--- src/qsr_pkg.sv ---
// Notes on behaviour
// - option 0 drops at once to switch on disabled with servo off and dynamic brake, in every mode.
// - option 1 ramps the motor down with the mode's own deceleration in non-torque modes, then goes to switch on disabled.
// - options 1 and 5 in cyclic position or velocity mode ramp with the quick stop deceleration.
// - options 1 and 5 in profile position, profile velocity and jog mode ramp with the profile deceleration.
// - options 1 and 5 in homing mode ramp with the homing acceleration.
// - options 1 and 5 in point table mode ramp with the active point table entry's deceleration.
// - option 2 ramps with the quick stop deceleration in all non-torque modes, then goes to switch on disabled.
// - options 1, 2 and 5 in any torque mode go to switch on disabled at once with the dynamic brake.
// - option 5 stays in quick stop active with servo on after the ramp, except in torque modes.
// - option 6 ramps with the quick stop deceleration and stays quick stop active, torque modes brake at once.
package qsr_pkg;
  localparam int DEC_W = 32;
  localparam logic [2:0] OPT_BRAKE = 3'h0;
  localparam logic [2:0] OPT_MODE_OFF = 3'h1;
  localparam logic [2:0] OPT_QSD_OFF = 3'h2;
  localparam logic [2:0] OPT_MODE_HOLD = 3'h5;
  localparam logic [2:0] OPT_QSD_HOLD = 3'h6;
  localparam logic [2:0] OPT_RESET = 3'h2;

  typedef enum logic [3:0] {
    MODE_CSP = 4'h0,
    MODE_CSV = 4'h1,
    MODE_CST = 4'h2,
    MODE_PP = 4'h3,
    MODE_PV = 4'h4,
    MODE_TQ = 4'h5,
    MODE_HOMING = 4'h6,
    MODE_POINT_TABLE = 4'h7,
    MODE_JOG = 4'h8,
    MODE_CONT_TO_TORQUE = 4'h9
  } qsr_mode_e;

  typedef enum logic [1:0] {
    ST_OPERATE = 2'b00,
    ST_RAMP = 2'b01,
    ST_HOLD = 2'b10,
    ST_DISABLED = 2'b11
  } qsr_state_e;

  typedef struct packed {
    logic [DEC_W-1:0] quick_stop;
    logic [DEC_W-1:0] profile;
    logic [DEC_W-1:0] homing;
    logic [DEC_W-1:0] point_table;
  } qsr_decel_s;

  function automatic logic qsr_is_torque(input logic [3:0] m);
    return m == MODE_CST || m == MODE_TQ || m == MODE_CONT_TO_TORQUE;
  endfunction

  function automatic logic qsr_opt_ok(input logic [2:0] c);
    return c == OPT_BRAKE || c == OPT_MODE_OFF || c == OPT_QSD_OFF || c == OPT_MODE_HOLD || c == OPT_QSD_HOLD;
  endfunction
endpackage

--- src/qsr_quick_stop_reaction_selector.sv ---
`timescale 1ns/1ps
module qsr_quick_stop_reaction_selector (
  // clock and reset
  input wire logic clock,
  input wire logic rstn,
  // option code configuration
  input wire logic opt_wr,
  input wire logic [2:0] opt_wdata,
  // drive status inputs
  input wire logic [3:0] mode,
  input wire qsr_pkg::qsr_decel_s decel,
  input wire logic quick_stop_req,
  input wire logic motor_stopped,
  input wire logic restart,
  // reaction outputs
  output logic [2:0] opt_code,
  output logic [1:0] state,
  output logic servo_on,
  output logic dyn_brake,
  output logic ramp_active,
  output logic [qsr_pkg::DEC_W-1:0] ramp_decel
);
  import qsr_pkg::*;

  qsr_state_e state_reg;
  qsr_state_e state_next;
  logic [DEC_W-1:0] sel_decel;
  logic hold_pick;
  logic hold_reg;
  logic is_torque;
  logic immediate;
  logic servo_on_reg;
  logic dyn_brake_reg;
  logic ramp_active_reg;

  assign is_torque = qsr_is_torque(mode);
  // holding codes keep servo on once the ramp has ended
  assign hold_pick = opt_code == OPT_MODE_HOLD || opt_code == OPT_QSD_HOLD;
  // option 0 and every torque mode skip the ramp
  assign immediate = opt_code == OPT_BRAKE || is_torque;

  always_ff @(posedge clock or negedge rstn) begin
    if (!rstn) begin
      opt_code <= OPT_RESET;
    end else if (opt_wr && qsr_opt_ok(opt_wdata)) begin
      opt_code <= opt_wdata;
    end
  end

  always_comb begin
    sel_decel = decel.quick_stop;
    if (opt_code == OPT_MODE_OFF || opt_code == OPT_MODE_HOLD) begin
      unique case (mode)
        MODE_PP, MODE_PV, MODE_JOG: sel_decel = decel.profile;
        MODE_HOMING: sel_decel = decel.homing;
        MODE_POINT_TABLE: sel_decel = decel.point_table;
        default: sel_decel = decel.quick_stop;
      endcase
    end
  end

  always_comb begin
    state_next = state_reg;
    unique case (state_reg)
      ST_OPERATE: begin
        if (quick_stop_req) begin
          if (immediate) begin
            state_next = ST_DISABLED;
          end else begin
            state_next = ST_RAMP;
          end
        end
      end
      ST_RAMP: begin
        if (motor_stopped) begin
          state_next = hold_reg ? ST_HOLD : ST_DISABLED;
        end
      end
      ST_HOLD, ST_DISABLED: begin
        if (restart) begin
          state_next = ST_OPERATE;
        end
      end
    endcase
  end

  always_ff @(posedge clock or negedge rstn) begin
    if (!rstn) begin
      state_reg <= ST_OPERATE;
    end else begin
      state_reg <= state_next;
    end
  end

  // reaction fixed at request time, a code write during the ramp waits for the next stop
  always_ff @(posedge clock or negedge rstn) begin
    if (!rstn) begin
      hold_reg <= 1'b0;
    end else if (state_reg == ST_OPERATE && quick_stop_req) begin
      hold_reg <= hold_pick;
    end
  end

  always_ff @(posedge clock or negedge rstn) begin
    if (!rstn) begin
      ramp_decel <= '0;
    end else if (state_reg == ST_OPERATE && quick_stop_req) begin
      ramp_decel <= sel_decel;
    end
  end

  // flags decoded from the next state so they switch together with state
  always_ff @(posedge clock or negedge rstn) begin
    if (!rstn) begin
      servo_on_reg <= 1'b1;
      dyn_brake_reg <= 1'b0;
      ramp_active_reg <= 1'b0;
    end else begin
      servo_on_reg <= state_next != ST_DISABLED;
      dyn_brake_reg <= state_next == ST_DISABLED;
      ramp_active_reg <= state_next == ST_RAMP;
    end
  end

  assign state = state_reg;
  assign servo_on = servo_on_reg;
  assign dyn_brake = dyn_brake_reg;
  assign ramp_active = ramp_active_reg;

  chk_brake_immediate: assert property (@(posedge clock) disable iff (!rstn)
    (state_reg == ST_OPERATE && quick_stop_req && opt_code == OPT_BRAKE) |=> state_reg == ST_DISABLED)
    else $error("option 0 did not brake at once");
  chk_torque_brake: assert property (@(posedge clock) disable iff (!rstn)
    (state_reg == ST_OPERATE && quick_stop_req && is_torque) |=> (dyn_brake && !servo_on))
    else $error("torque mode did not brake at once");
  chk_ramp_start: assert property (@(posedge clock) disable iff (!rstn)
    (state_reg == ST_OPERATE && quick_stop_req && opt_code != OPT_BRAKE && !is_torque) |=> ramp_active)
    else $error("ramp not started");
  chk_off_after: assert property (@(posedge clock) disable iff (!rstn)
    (ramp_active && motor_stopped && !hold_reg) |=> state_reg == ST_DISABLED)
    else $error("not disabled after ramp");
  chk_hold_after: assert property (@(posedge clock) disable iff (!rstn)
    (ramp_active && motor_stopped && hold_reg) |=> (state_reg == ST_HOLD && servo_on))
    else $error("not holding after ramp");
  chk_qsd_source: assert property (@(posedge clock) disable iff (!rstn)
    (state_reg == ST_OPERATE && quick_stop_req && (opt_code == OPT_QSD_OFF || opt_code == OPT_QSD_HOLD))
    |=> ramp_decel == $past(decel.quick_stop))
    else $error("quick stop decel not used");
  chk_profile_src: assert property (@(posedge clock) disable iff (!rstn)
    (state_reg == ST_OPERATE && quick_stop_req && opt_code == OPT_MODE_OFF && mode == MODE_PP)
    |=> ramp_decel == $past(decel.profile))
    else $error("profile decel not used");
  chk_homing_src: assert property (@(posedge clock) disable iff (!rstn)
    (state_reg == ST_OPERATE && quick_stop_req && opt_code == OPT_MODE_HOLD && mode == MODE_HOMING)
    |=> ramp_decel == $past(decel.homing))
    else $error("homing decel not used");
  chk_table_src: assert property (@(posedge clock) disable iff (!rstn)
    (state_reg == ST_OPERATE && quick_stop_req && opt_code == OPT_MODE_OFF && mode == MODE_POINT_TABLE)
    |=> ramp_decel == $past(decel.point_table))
    else $error("point table decel not used");
  chk_cyclic_src: assert property (@(posedge clock) disable iff (!rstn)
    (state_reg == ST_OPERATE && quick_stop_req && opt_code == OPT_MODE_HOLD && mode == MODE_CSV)
    |=> ramp_decel == $past(decel.quick_stop))
    else $error("cyclic decel not used");
  chk_bad_code: assert property (@(posedge clock) disable iff (!rstn)
    (opt_wr && !qsr_opt_ok(opt_wdata)) |=> $stable(opt_code))
    else $error("bad option code accepted");
  chk_good_code: assert property (@(posedge clock) disable iff (!rstn)
    (opt_wr && qsr_opt_ok(opt_wdata)) |=> opt_code == $past(opt_wdata))
    else $error("legal option code not taken");
  chk_jog_src: assert property (@(posedge clock) disable iff (!rstn)
    (state_reg == ST_OPERATE && quick_stop_req && opt_code == OPT_MODE_HOLD && mode == MODE_JOG)
    |=> ramp_decel == $past(decel.profile))
    else $error("jog decel not used");
  chk_pv_src: assert property (@(posedge clock) disable iff (!rstn)
    (state_reg == ST_OPERATE && quick_stop_req && opt_code == OPT_MODE_OFF && mode == MODE_PV)
    |=> ramp_decel == $past(decel.profile))
    else $error("profile velocity decel not used");
  chk_csp_src: assert property (@(posedge clock) disable iff (!rstn)
    (state_reg == ST_OPERATE && quick_stop_req && opt_code == OPT_MODE_OFF && mode == MODE_CSP)
    |=> ramp_decel == $past(decel.quick_stop))
    else $error("cyclic position decel not used");
  chk_table_hold: assert property (@(posedge clock) disable iff (!rstn)
    (state_reg == ST_OPERATE && quick_stop_req && opt_code == OPT_MODE_HOLD && mode == MODE_POINT_TABLE)
    |=> ramp_decel == $past(decel.point_table))
    else $error("point table decel not used on hold");
  chk_homing_off: assert property (@(posedge clock) disable iff (!rstn)
    (state_reg == ST_OPERATE && quick_stop_req && opt_code == OPT_MODE_OFF && mode == MODE_HOMING)
    |=> ramp_decel == $past(decel.homing))
    else $error("homing decel not used on off");
  chk_qsd_torque: assert property (@(posedge clock) disable iff (!rstn)
    (state_reg == ST_OPERATE && quick_stop_req && opt_code == OPT_QSD_HOLD && is_torque)
    |=> (state_reg == ST_DISABLED && dyn_brake))
    else $error("option 6 torque did not brake");
  chk_qsd_hold_ramp: assert property (@(posedge clock) disable iff (!rstn)
    (state_reg == ST_OPERATE && quick_stop_req && opt_code == OPT_QSD_HOLD && !is_torque)
    |=> ramp_active)
    else $error("option 6 did not ramp");
  chk_mode_off_torque: assert property (@(posedge clock) disable iff (!rstn)
    (state_reg == ST_OPERATE && quick_stop_req && opt_code == OPT_MODE_OFF && mode == MODE_CONT_TO_TORQUE)
    |=> state_reg == ST_DISABLED)
    else $error("continuous torque did not brake");
  chk_hold_servo: assert property (@(posedge clock) disable iff (!rstn)
    state_reg == ST_HOLD |-> (servo_on && !dyn_brake))
    else $error("servo dropped while holding");
  chk_hold_stay: assert property (@(posedge clock) disable iff (!rstn)
    (state_reg == ST_HOLD && !restart) |=> state_reg == ST_HOLD)
    else $error("hold left without restart");
  chk_disabled_stay: assert property (@(posedge clock) disable iff (!rstn)
    (state_reg == ST_DISABLED && !restart) |=> (state_reg == ST_DISABLED && dyn_brake))
    else $error("disabled left without restart");
  chk_brake_servo: assert property (@(posedge clock) disable iff (!rstn)
    dyn_brake |-> !servo_on)
    else $error("brake with servo on");
  chk_ramp_holds: assert property (@(posedge clock) disable iff (!rstn)
    (ramp_active && !motor_stopped) |=> ramp_active)
    else $error("ramp ended before standstill");
  chk_ramp_flags: assert property (@(posedge clock) disable iff (!rstn)
    ramp_active |-> (servo_on && !dyn_brake && state_reg == ST_RAMP))
    else $error("ramp flags wrong");
  chk_decel_kept: assert property (@(posedge clock) disable iff (!rstn)
    (state_reg != ST_OPERATE) |=> $stable(ramp_decel))
    else $error("ramp decel changed after request");
endmodule // qsr_quick_stop_reaction_selector

--- config.mk ---
export PLATFORM = sky130hd
export DESIGN_NAME = qsr_quick_stop_reaction_selector
export DESIGN_NICKNAME = d
export VERILOG_FILES = /design/src/qsr_pkg.sv /design/src/qsr_quick_stop_reaction_selector.sv
export SDC_FILE = /design/constraint.sdc
export NUM_CORES = 1
export LEC_CHECK = 0
export BUFFER_PORTS_ARGS = -buffer_cell sky130_fd_sc_hd__buf_2
export CAP_MARGIN = 30
export CELL_PAD_IN_SITES_DETAIL_PLACEMENT = 1
export CELL_PAD_IN_SITES_GLOBAL_PLACEMENT = 1
export CORE_MARGIN = 4
export CORE_UTILIZATION = 27
export DETAILED_ROUTE_END_ITERATION = 12
export PLACE_DENSITY_LB_ADDON = 0.2
export SETUP_SLACK_MARGIN = 0.02
export SLEW_MARGIN = 20
export SYNTH_ARGS = -nofsm -noshare
export SYNTH_HDL_FRONTEND = slang
export SYNTH_SLANG_ARGS = --single-unit
--- constraint.sdc ---
create_clock -name clock -period 1.57 [get_ports clock]
set_input_delay 0.0785 -clock clock [delete_from_list [all_inputs] [get_ports clock]]
set_output_delay 0.0785 -clock clock [all_outputs]
set_load 0.01 [all_outputs]
Yosys cells after proc, flatten, opt, wreduce, memory -nomap -nowiden
Cells that the tools add are included.

word-level totals
  logic and storage cells = 52
  flip-flop bits (word level) = 41
  output and inout bits = 40

operators by class
  equal/unequal tests = 21
  reduce and logical (&&, ||, !) cells = 16
  multiplexer cells = 8

operator list
  kind                                                              number
  32-bit one-hot mux with 3 select lines                            1
  32-bit two-way mux                                                1
  4-bit by 3-bit == test with 1-bit output (second input constant)  4
  3-bit == test (second input constant)                             4
  1-bit logical OR                                                  9
  4-bit by 2-bit == test with 1-bit output (second input constant)  2
  4-bit == test (second input constant)                             2
  2-bit two-way mux                                                 4
  2-bit == test (second input constant)                             3
  3-bit by 1-bit == test with 1-bit output (second input constant)  2
  3-bit logical NOT                                                 2
  2-bit one-hot mux with 3 select lines                             1
  2-bit by 1-bit == test with 1-bit output (second input constant)  2
  3-bit by 2-bit == test with 1-bit output (second input constant)  1
  3-bit OR reduction                                                1
  1-bit logical AND                                                 2
  2-bit logical NOT                                                 1
  2-bit inequality test (second input constant)                     1
  2-bit OR reduction                                                1
  1-bit two-way mux                                                 1

Logic depth before layout (Yosys ltp)
Gate-level depths: netlist (run 1).

  depth in word-level cells = 8
  depth in mapped cells = 6

Worst setup path before layout (run 1)
Ideal clock, no wire load.

  path type = register to register
  start = register opt_code[0]
  end = register ramp_decel[0] (netlist bit)
  path slack = -0.062 ns
  data arrival time = 1.547 ns
  stages on the path, launching flop included = 6
  setup time = 0.086 ns
  clock period less this slack = 1.632 ns
  required time = 1.484 ns
  cells stage by stage = dfrtp_1 or3b_2 o32ai_4 nand2_4 buf_6 o221ai_2

between the ends
  cells in the longest elaborated chain, start to end = 3
  elaborated cells between the ends (all ways) = 4
  those cells by class = eq/ne (2); mux (1); reduce/logical (1)

ends and longest elaborated chain
  element                                                                           RTL line                                 RTL
  start: declaration                                                                qsr_quick_stop_reaction_selector.sv:16   output logic [2:0] opt_code,
  start signal: assignment                                                          qsr_quick_stop_reaction_selector.sv:46   opt_code <= opt_wdata;
  3-bit by 1-bit == test with 1-bit output / 3-bit == test (equally long branches)  qsr_quick_stop_reaction_selector.sv:52   if (opt_code == OPT_MODE_OFF || opt_code == OPT_MODE_HOLD) begin
  1-bit logical OR (*)                                                              qsr_quick_stop_reaction_selector.sv:52
  32-bit two-way mux (*)                                                            qsr_quick_stop_reaction_selector.sv:52
  end signal: assignment                                                            qsr_quick_stop_reaction_selector.sv:108  ramp_decel <= sel_decel;
  end: declaration                                                                  qsr_quick_stop_reaction_selector.sv:21   output logic [qsr_pkg::DEC_W-1:0] ramp_decel

Mark *: on every way between the ends. The rest lies on a longest branch, timed or not.
A chain may end at the register's enable or synchronous reset.

Worst setup path after layout (run 1)
  start = register opt_code[0]
  end = register ramp_decel[10] (netlist bit)

The elaborated chain is that of the path after synthesis.

==> key figures, run 1 <==
Synthesis
  • Synth cell types: 31
  • Syn. warnings: 0
  • Synth Cell Area: 0.002755 mm2
  • Yosys top cell area share: 0.3542
  • Seq cells post-synth: 41
  • Post-synth ARST share: 1.000
  • Leading cell types by count after synthesis: nand2_1, dfrtp_1, a21oi_1, nor2_1, mux2i_1
  • Post-synth top area cell: dfrtp_1
  • Syn avg cell area: 9.184 um2
  • Mapped Nets: 441
  • Synth area leaders: dfrtp_1, o221ai_2, mux2i_1
  • Synth Instances: 300
  • Count leader, synth: nand2_1
  • Post-synth EDFFs: 0
  • Register area share after synthesis: 0.3733
  • Ys flop type: dfrtp_1

Drt
  • WL per Instance: 17.00 um
  • Detail Route Antenna Nets: 0
  • First-pass DRT Iterations: 4
  • DRT iter0 DRCs: 94
  • DRT Wirelength: 10.71 mm
  • Via Count: 3021
  • Vias per inst: 4.795
  • DRC errors left: 0

STA
  • Crit path time final: 1.561 ns
  • Final setup viols: 0
  • Max Clock Freq: 640.8 MHz
  • Max Clock Skew: 0.002951 ns
  • Final Max Tran Viols: 0
  • Fin. Hold Viols: 0
  • Final period util: 0.9940
  • Worst-margin pin slew: 0.5398 ns
  • Unrepaired setup endpoints after global routing: yes
  • Final worst slack: 0.009354 ns
  • Slew HR: 0.6401
  • Setup tns final: 0 ns

Clock network
  • Clk_lat worst skew: 0.29 ns
  • # H-tree levels: 2
  • Worst-path clk slew: 0.08 ns
  • Clock net sink count: 41
  • Root Buffer: clkbuf_8
  • Clock Path Buffers: 2
  • CTS buffer count: 5
  • CTS tree: yes

Setup path
  • Worst setup path category: reg2reg
  • Startpoint Class: flop
  • Data required time at the worst endpoint: 1.78 ns
  • Setup crit end kind: flop
  • Worst endpoint data arrival time: 1.77 ns
  • Worst path max stage delay: 0.39 ns
  • Worst-path fanout max: 8
  • Slowest stage cell, crit path: or3b_4
  • CP Cell Sequence: or3b_4 -> o32ai_4 -> nand2_4 -> buf_12 -> o221ai_4

Floorplan
  • I/O pin count: 181
  • Initial Utilization: 0.2793
  • Die height: 109.0 um
  • Die W: 109.0 um
  • Core ar.: 0.009864 mm2
  • Die ar.: 0.01188 mm2
  • # rows: 36

Placed design
  • DP HPWL: 8.319 mm
  • Number of I/O port buffers: 180
  • GP Congestion: 0.7706
  • DP Worst Slack: -0.1456 ns

Layout
  • Share of layout cells above drive strength 1: 0.5171
  • Max reg flops: 32
  • Area delta synth->final: 51.27%
  • ANT cells: 0
  • Final nets: 637

Status
  • Status: finished, final reports clean

Power and ir drop
  • Leakage power: 2.061 nW
  • Pwr/cell area: 1198 mW/mm2
  • Max IR drop VDD: 0.0004987 V

Worst hold path
  • Hold Path Class: in2reg

Global routing
  • Vias in the first global route: 3259
  • First-pass GRT wire length: 16.30 mm
  • Grt ovf: 0
  • Initial antenna violation count: 0
  • Global Route Usage Sum: 0.1751
  • Largest net degree at the start of global routing: 34

Job
  • Max cap viols: 0
[critical path: cells and delay by family (launching register included)]
| family | cells | cell delay [ns] |
|---|---|---|
| simple gates | 2 | 0.55 |
| flops | 1 | 0.38 |
| compound gates | 2 | 0.37 |
| buf+inv | 1 | 0.18 |
[layer usage]
layer	track usage	up-vias	routed length [um]
met5	0	-	0
met4	0.03336	0	96
met1	0.2183	1430	4396
li1	-	1470	-
met2	0.3004	115	5241
met3	0.05269	6	979
[kinds of logic after synthesis]
logic type,after synthesis,share of synthesized area
buffers and inverters,26,0.04950
muxes,33,0.1199
xor gates and xnor gates,3,0.009539
and+or+nand+nor,119,0.1807
DFF,41,0.3733
AOI/OAI and AO/OA,78,0.2670
[placed cells by master, fill, tap and decap left out, types with 2 or more instances in the layout]
master           n
inv_1            3
buf_12           6
nand3_1          2
nor2_1          34
dlygate4sd3_1    2
clkbuf_8         5
o21ai_0          3
xor2_1           3
a21oi_1         34
buf_2          180
clkinv_2         2
o221ai_4         2
buf_6            2
o221ai_2        30
o22ai_1          2
buf_4           21
dfrtp_1         38
nand2_1         72
a21o_1           2
mux2i_1         33
nor2b_1          2
dfstp_2          2
[area by class of cell]
type | instances | area (um2)
Timing Repair Buffer | 212 | 1249
Fill cell | 1213 | 5697
Clock inverter | 2 | 10.01
Sequential cell | 41 | 1030
Multi-Input combinational cell | 233 | 1629
Tap cell | 133 | 166.4
Clock buffer | 6 | 72.57
Inverter | 3 | 11.26
[path summary, 6_finish.rpt]
kind,startpoint,end,slack (ns),depth (start not counted)
max in group asynchronous,rstn,ramp_decel[5]$_DFFE_PN0P_,0.78,3
min in group asynchronous,rstn,ramp_decel[15]$_DFFE_PN0P_,0.29,2
min reg2reg,ramp_decel[8]$_DFFE_PN0P_,ramp_decel[8]$_DFFE_PN0P_,0.49,2
min,opt_wr,opt_code[2]$_DFFE_PN0P_,0.03,2
max reg2reg,opt_code[0]$_DFFE_PN0P_,ramp_decel[10]$_DFFE_PN0P_,0.009,5
max,opt_code[0]$_DFFE_PN0P_,ramp_decel[10]$_DFFE_PN0P_,0.009,5
[report_power, final]
part | switching (W) | total, W | internal, W
clock | 0.000387 | 0.000696 | 0.000309
combinational | 0.00132 | 0.00250 | 0.00117
sequential | 0.000276 | 0.00180 | 0.00152
[timing repair]
item,in CTS,in global routing
buffers inserted,5,0
hold buffers,2,0
cloned,1,0
hold endpoints to repair,19,0
gates resized for setup,15,6
endpoints found under the setup margin,32,33
pin swaps,4,7
[per-stage QoR]
| stage | util | instances | total power, W | hold slack [ns] | cell area, um2 |
|---|---|---|---|---|---|
| finish | 0.4225 | 630 | 0.004994 | 0.03346 | 4168 |
| global route | 0.4225 | 630 | 0.005400 | 0.02191 | 4168 |
| CTS | 0.4197 | 630 | 0.005053 | 0.01912 | 4140 |
| detailed placement | 0.3960 | 614 | 0.004251 | 0.09588 | 3906 |
| global placement | 0.3960 | 614 | 0.004166 | 0.08695 | 3906 |
| floorplan | - | 300 | 0.003162 | -0.2171 | 2774 |
No activity file was read; power rests on OpenSTA's default activity.
==> run 2: changes to the inputs <==
- ABC_AREA: default -> 1
- ABC_CLOCK_PERIOD_IN_PS: default -> 1570
- CORE_UTILIZATION: 27 -> 25
- HOLD_SLACK_MARGIN: default -> 0.15
==> run 2 against run 1 <==
Compared with the run above:
- global-route usage rose by 0.63 points
- cell area rose by 13%
- non-clock buffer count rose by 35
- count of clock-buffer cells in the layout did not move
- largest power group unchanged
==> key figures, run 2 <==
Power and ir drop
  • Combinational group share of total power: 0.422 (was 0.500)
  • Sequential Power Share: 0.342 (was 0.360)
  • Int Pwr: 0.003283 W (was 0.003007 W)
  • P_sw: 0.001942 W (was 0.001987 W)
  • Max IR drop VDD: 0.0004243 V (was 0.0004987 V)
  • Leakage power: 2.797 nW (was 2.061 nW)
  • Clock network fraction of total power: 0.236 (was 0.139)
  • Switching portion of total power: 0.3717 (was 0.3979)
  • Pwr/cell area: 1112 mW/mm2 (was 1198 mW/mm2)

Drt
  • WL per Instance: 14.16 um (was 17.00 um)
  • DRC errors left: 0 (unchanged)
  • First-pass DRT Iterations: 4 (unchanged)
  • Vias per inst: 4.410 (was 4.795)
  • DRT Wirelength: 12.05 mm (was 10.71 mm)
  • Via Count: 3753 (was 3021)
  • DRT iter0 DRCs: 95 (was 94)
  • Detail Route Antenna Nets: 0 (unchanged)

Synthesis
  • Post-synth EDFFs: 0 (unchanged)
  • Yosys top cell area share: 0.3372 (was 0.3542)
  • Seq cells post-synth: 41 (unchanged)
  • Synth Instances: 477 (was 300)
  • Synth area leaders: dfrtp_1, nand2_1, nand3_1 (was dfrtp_1, o221ai_2, mux2i_1)
  • Mapped Nets: 618 (was 441)
  • Register area share after synthesis: 0.3554 (was 0.3733)
  • Leading cell types by count after synthesis: nand2_1, inv_1, nand3_1, dfrtp_1, nor2_1 (was nand2_1, dfrtp_1, a21oi_1, nor2_1, mux2i_1)
  • Ys flop type: dfrtp_1 (unchanged)
  • Synth cell types: 21 (was 31)
  • Synth Cell Area: 0.002894 mm2 (was 0.002755 mm2)
  • Syn avg cell area: 6.067 um2 (was 9.184 um2)
  • Post-synth ARST share: 1.000 (unchanged)
  • Syn. warnings: 0 (unchanged)
  • Count leader, synth: nand2_1 (unchanged)
  • Post-synth top area cell: dfrtp_1 (unchanged)

Global routing
  • Grt ovf: 0 (unchanged)
  • Global Route Usage Sum: 0.1814 (was 0.1751)
  • Largest net degree at the start of global routing: 36 (was 34)
  • Vias in the first global route: 4079 (was 3259)
  • First-pass GRT wire length: 19.49 mm (was 16.30 mm)
  • Initial antenna violation count: 0 (unchanged)

Floorplan
  • Die height: 115.6 um (was 109.0 um)
  • # rows: 39 (was 36)
  • I/O pin count: 181 (unchanged)
  • Die ar.: 0.01336 mm2 (was 0.01188 mm2)
  • Die W: 115.6 um (was 109.0 um)
  • Initial Utilization: 0.2545 (was 0.2793)
  • Core ar.: 0.01137 mm2 (was 0.009864 mm2)

STA
  • Fin. Hold Viols: 0 (unchanged)
  • Crit path time final: 1.407 ns (was 1.561 ns)
  • Final Max Tran Viols: 0 (unchanged)
  • Max Clock Freq: 710.7 MHz (was 640.8 MHz)
  • Final period util: 0.8963 (was 0.9940)
  • Final setup viols: 0 (unchanged)
  • Hold WS: 0.1519 ns (was 0.03346 ns)
  • Max Clock Skew: 0.007698 ns (was 0.002951 ns)
  • Setup tns final: 0 ns (unchanged)
  • Worst-margin pin slew: 0.4613 ns (was 0.5398 ns)
  • Slew HR: 0.6924 (was 0.6401)
  • Unrepaired setup endpoints after global routing: yes (unchanged)

Setup path
  • Reg2Reg Capture Point: dyn_brake$_DFF_PN0_ (was ramp_decel[10]$_DFFE_PN0P_)
  • R2R depth: 6 (was 5)
  • Worst endpoint data arrival time: 1.62 ns (was 1.77 ns)
  • R2R Path Start: state[0]$_DFF_PN0_ (was opt_code[0]$_DFFE_PN0P_)
  • Worst path max stage delay: 0.55 ns (was 0.39 ns)
  • Startpoint Class: input port (was flop)
  • Reg-to-reg slack, setup: 0.20 ns (was 0.009 ns)
  • CP Buf/Inv Count: 4 (was 1)
  • Worst setup path category: in2reg (was reg2reg)
  • Setup crit end kind: flop (unchanged)
  • Slowest stage cell, crit path: dlygate4sd3_1 (was or3b_4)
  • Crit-path leading delay family: buffers and inverters (was simple AND/OR/NAND/NOR gates)
  • Worst-path fanout max: 2 (was 8)
  • Data required time at the worst endpoint: 1.78 ns (about the same)
  • CP Cell Sequence: dlygate4sd3_1 -> buf_2 -> inv_1 -> o21ai_1 -> nor2_1 -> dlygate4sd3_1 -> nor2_1 (was or3b_4 -> o32ai_4 -> nand2_4 -> buf_12 -> o221ai_4)

Placed design
  • GP Congestion: 0.7954 (was 0.7706)
  • Number of I/O port buffers: 180 (unchanged)
  • DP HPWL: 9.149 mm (was 8.319 mm)

Clock network
  • CTS tree: yes (unchanged)
  • Clk_lat worst skew: 0.28 ns (was 0.29 ns)
  • Clock net sink count: 41 (unchanged)
  • Clock Path Buffers: 2 (unchanged)
  • # H-tree levels: 2 (unchanged)
  • Root Buffer: clkbuf_16 (was clkbuf_8)
  • Worst-path clk slew: 0.06 ns (was 0.08 ns)
  • CTS buffer count: 5 (unchanged)

Worst hold path
  • Min-Delay Endpoint: ramp_decel[19]$_DFFE_PN0P_ (was opt_code[2]$_DFFE_PN0P_)
  • Hold path depth: 5 (was 2)
  • Hold Path Class: in2reg (unchanged)
  • HP Start: decel[83] (was opt_wr)

Layout
  • ANT cells: 0 (unchanged)
  • Share of layout cells above drive strength 1: 0.3037 (was 0.5171)
  • Most common cell after layout, fill and taps aside: nand2_1 (was buf_2)
  • Area delta synth->final: 62.30% (was 51.27%)
  • Final nets: 848 (was 637)
  • Fillers: 1540 (was 1213)
  • Most frequent cells in the layout: nand2_1, buf_2, inv_1 (was buf_2, nand2_1, dfrtp_1)
  • Max reg flops: 32 (unchanged)

Job
  • Max cap viols: 0 (unchanged)

Status
  • Status: finished, final reports clean (unchanged)
## run 2: kinds of logic after synthesis
group,after synthesis,share of synthesized area
AOI/OAI and AO/OA,37,0.06442
and+or+nand+nor,312,0.4419
buffers and inverters,87,0.1383
DFF,41,0.3554
## run 2: repair_timing
| item | in CTS | in global routing |
|---|---|---|
| hold buffers | 53 | 0 |
| endpoints found under the setup margin | 0 | 2 |
| endpoints found under the hold margin | 76 | 0 |
| gates resized for setup | 0 | 1 |
| buffers inserted | 0 | 0 |
## run 2: cell type report
class	instances	area (um2)	area share
repair buffers	247	1612	0.3431
multi-input cells	349	1465	0.3119
flip-flops and latches	41	1028	0.2190
inverters	63	236.5	0.05035
well taps	143	178.9	0.03809
clock buffers	6	138.9	0.02957
clock inverters	2	37.54	0.007991
## run 2: power by group through the flow
stage | Sequential (W) | Clock (W) | Combinational (W)
floorplan | 0.00201 | 0 | 0.000878
global placement | 0.00180 | 0 | 0.00209
detailed placement | 0.00181 | 0 | 0.00214
CTS | 0.00180 | 0.00127 | 0.00225
global route | 0.00187 | 0.00130 | 0.00252
finish | 0.00179 | 0.00123 | 0.00220
## run 2: worst max path at each step
stage                       startpoint                         end  slack (ns)  depth (start not counted)
global placement               mode[3]   ramp_decel[2]$_DFFE_PN0P_        0.19                         11
floorplan           state[1]$_DFF_PN0_  ramp_decel[12]$_DFFE_PN0P_        0.21                          6
finish                    opt_wdata[1]     opt_code[2]$_DFFE_PN0P_        0.16                          7
detailed placement             mode[3]  ramp_decel[13]$_DFFE_PN0P_        0.08                         11
global route        state[0]$_DFF_PN0_         dyn_brake$_DFF_PN0_        0.01                          6
CTS                       opt_wdata[1]     opt_code[2]$_DFFE_PN0P_        0.11                          7
## run 2: tightest hold or removal path, stage by stage
cell and delay (ns):
buf_2 0.08, nand2_1 0.04, nand2_1 0.05, nor2_1 0.03
o21ai_1 0.11
## run 2: layer usage
layer  vias up  global-route usage  share of wire
met3        10             0.03708          0.067
li1       1903                   -              -
met2       125              0.3387           0.51
met4         0             0.03521         0.0081
met5         -                   0              0
met1      1715              0.2151           0.41
## run 2: stage by stage
step | setup slack [ns] | std cells | area, um2 | util | total power, W
2_1_floorplan | 0.2147 | 477 | 2894 | - | 0.002893
3_3_place_gp | 0.1936 | 790 | 3990 | 0.3509 | 0.003894
3_5_place_dp | 0.08018 | 790 | 3990 | 0.3509 | 0.003957
4_1_cts | 0.1125 | 851 | 4697 | 0.4131 | 0.005317
5_1_grt | 0.01275 | 851 | 4697 | 0.4131 | 0.005691
6_report | 0.1629 | 851 | 4697 | 0.4131 | 0.005224
==> run 3: changes to the inputs <==
- CORE_ASPECT_RATIO: default -> 0.8
==> run 3 against run 2 <==
Compared with the run above:
- non-clock buffer count fell by 2
- critical path depth fell by 1
- critical endpoint is now ramp_decel[14]$_DFFE_PN0P_
- sequential share of layout area rose by 0.42 points
- highest routed layer is now met5
- maximum frequency rose by 2.8%
==> key figures, run 3 (synthesis gave the netlist of run 2 again) <==
Power and ir drop
  • Leakage power: 2.766 nW (was 2.797 nW)
  • Max IR drop VDD: 0.0003671 V (was 0.0004243 V)
  • Pwr/cell area: 1105 mW/mm2 (was 1112 mW/mm2)

STA
  • Fin. Hold Viols: 0 (unchanged)
  • Crit path time final: 1.369 ns (was 1.407 ns)
  • Final setup viols: 0 (unchanged)
  • Worst-margin pin slew: 0.5126 ns (was 0.4613 ns)
  • Unrepaired setup endpoints after global routing: no (was yes)
  • Final period util: 0.8718 (was 0.8963)
  • Max Clock Freq: 730.6 MHz (was 710.7 MHz)
  • Setup tns final: 0 ns (unchanged)
  • Max Clock Skew: 0.004013 ns (was 0.007698 ns)
  • Final Max Tran Viols: 0 (unchanged)
  • Slew HR: 0.6582 (was 0.6924)

Floorplan
  • Core ar.: 0.01110 mm2 (was 0.01137 mm2)
  • Die ar.: 0.01337 mm2 (was 0.01336 mm2)
  • Initial Utilization: 0.2606 (was 0.2545)
  • Die W: 128.3 um (was 115.6 um)
  • I/O pin count: 181 (unchanged)
  • # rows: 34 (was 39)
  • Die height: 104.2 um (was 115.6 um)

Clock network
  • Resized Gates After CTS: 0 (unchanged)
  • Clock net sink count: 41 (unchanged)
  • # H-tree levels: 2 (unchanged)
  • CTS tree: yes (unchanged)
  • Clock Path Buffers: 2 (unchanged)
  • Root Buffer: clkbuf_16 (unchanged)
  • CTS buffer count: 5 (unchanged)
  • Worst-path clk slew: 0.06 ns (about the same)
  • Clk_lat worst skew: 0.28 ns (about the same)

Layout
  • Share of layout cells above drive strength 1: 0.3088 (was 0.3037)
  • ANT cells: 0 (unchanged)
  • Area delta synth->final: 59.27% (was 62.30%)
  • Design area: 0.004609 mm2 (was 0.004697 mm2)
  • Most common cell after layout, fill and taps aside: nand2_1 (unchanged)
  • Final nets: 846 (was 848)
  • Most frequent cells in the layout: nand2_1, buf_2, inv_1 (unchanged)
  • Fillers: 1520 (was 1540)
  • Max reg flops: 32 (unchanged)

Drt
  • Vias per inst: 4.452 (was 4.410)
  • DRC errors left: 0 (unchanged)
  • Detail Route Antenna Nets: 0 (unchanged)
  • DRT Wirelength: 12.43 mm (was 12.05 mm)
  • Via Count: 3784 (was 3753)
  • DRT iter0 DRCs: 82 (was 95)
  • WL per Instance: 14.62 um (was 14.16 um)
  • First-pass DRT Iterations: 4 (unchanged)

Worst hold path
  • Hold path depth: 5 (unchanged)
  • Hold Path Class: in2reg (unchanged)

Global routing
  • Grt ovf: 0 (unchanged)
  • Largest net degree at the start of global routing: 27 (was 36)
  • First-pass GRT wire length: 20.29 mm (was 19.49 mm)
  • Global Route Usage Sum: 0.1857 (was 0.1814)
  • Vias in the first global route: 4190 (was 4079)
  • Initial antenna violation count: 2 (was 0)

Placed design
  • GP Congestion: 0.7890 (was 0.7954)
  • Placed inst area: 0.003961 mm2 (was 0.003990 mm2)
  • Number of I/O port buffers: 180 (unchanged)
  • DP HPWL: 9.559 mm (was 9.149 mm)

Status
  • Status: finished, final reports clean (unchanged)

Setup path
  • Worst setup path category: reg2reg (was in2reg)
  • Data required time at the worst endpoint: 1.74 ns (was 1.78 ns)
  • Startpoint Class: flop (was input port)
  • Worst-path fanout max: 26 (was 2)
  • Worst endpoint data arrival time: 1.53 ns (was 1.62 ns)
  • Setup crit end kind: flop (unchanged)
  • R2R depth: 6 (unchanged)

Job
  • Max cap viols: 0 (unchanged)
-- run 3: layer usage --
metal / vias to the layer above / track usage / routed length [um]
met5: - / 0 / 21
met4: 4 / 0.04318 / 176
met3: 19 / 0.05185 / 1040
met2: 130 / 0.3279 / 6056
met1: 1733 / 0.2214 / 5136
li1: 1898 / - / -
-- run 3: layout make-up --
cell class / count / area, um2 / area share
clock buffer: 7 / 152.6 / 0.03312
clock inverter: 1 / 5.005 / 0.001086
inverter: 63 / 236.5 / 0.05130
multi-input combinational: 349 / 1470 / 0.3189
sequential: 41 / 1028 / 0.2231
tap: 144 / 180.2 / 0.03909
timing repair buffer: 245 / 1536 / 0.3333
-- run 3: stage by stage --
step           hold slack, ns  setup slack, ns  cells  utilization  power, W
2_1_floorplan         -0.2171           0.2147    477            -  0.002893
3_3_place_gp          0.08048           0.2298    793       0.3568  0.003895
3_5_place_dp          0.08144           0.1878    793       0.3568  0.003983
4_1_cts                0.1558           0.1780    850       0.4151  0.005197
5_1_grt                0.1722          0.07417    850       0.4151  0.005508
6_report               0.1519           0.2013    850       0.4151  0.005096
-- run 3: power by group --
part           internal (W)  switching (W)
registers           0.00154       0.000262
logic              0.000926        0.00128
clock network      0.000674       0.000416
total               0.00314        0.00195
-- run 3: worst paths after layout --
path	from	endpoint	slack, ns
max	opt_code[1]$_DFFE_PN1P_	ramp_decel[14]$_DFFE_PN0P_	0.20
min	decel[95]	ramp_decel[31]$_DFFE_PN0P_	0.15
max reg2reg	opt_code[1]$_DFFE_PN1P_	ramp_decel[14]$_DFFE_PN0P_	0.20
min reg2reg	ramp_decel[9]$_DFFE_PN0P_	ramp_decel[9]$_DFFE_PN0P_	0.48
max in group asynchronous	rstn	servo_on$_DFF_PN1_	0.68
min in group asynchronous	rstn	opt_code[2]$_DFFE_PN0P_	0.31
-- run 3: what timing repair did --
| item | 4_1_cts | 5_1_grt |
|---|---|---|
| endpoints found under the hold margin | 55 | 0 |
| hold buffers | 49 | 0 |
| setup buffers | 0 | 0 |
| setup endpoints to repair | 0 | 0 |
-- run 3: worst max-delay path, cell delays in order, from the launching register on --
cell and delay (ns):
dfstp_2 0.57, nor2_1 0.06, nand2_2 0.10, buf_4 0.29
nand2_1 0.09, nand2_1 0.07, o21ai_1 0.06
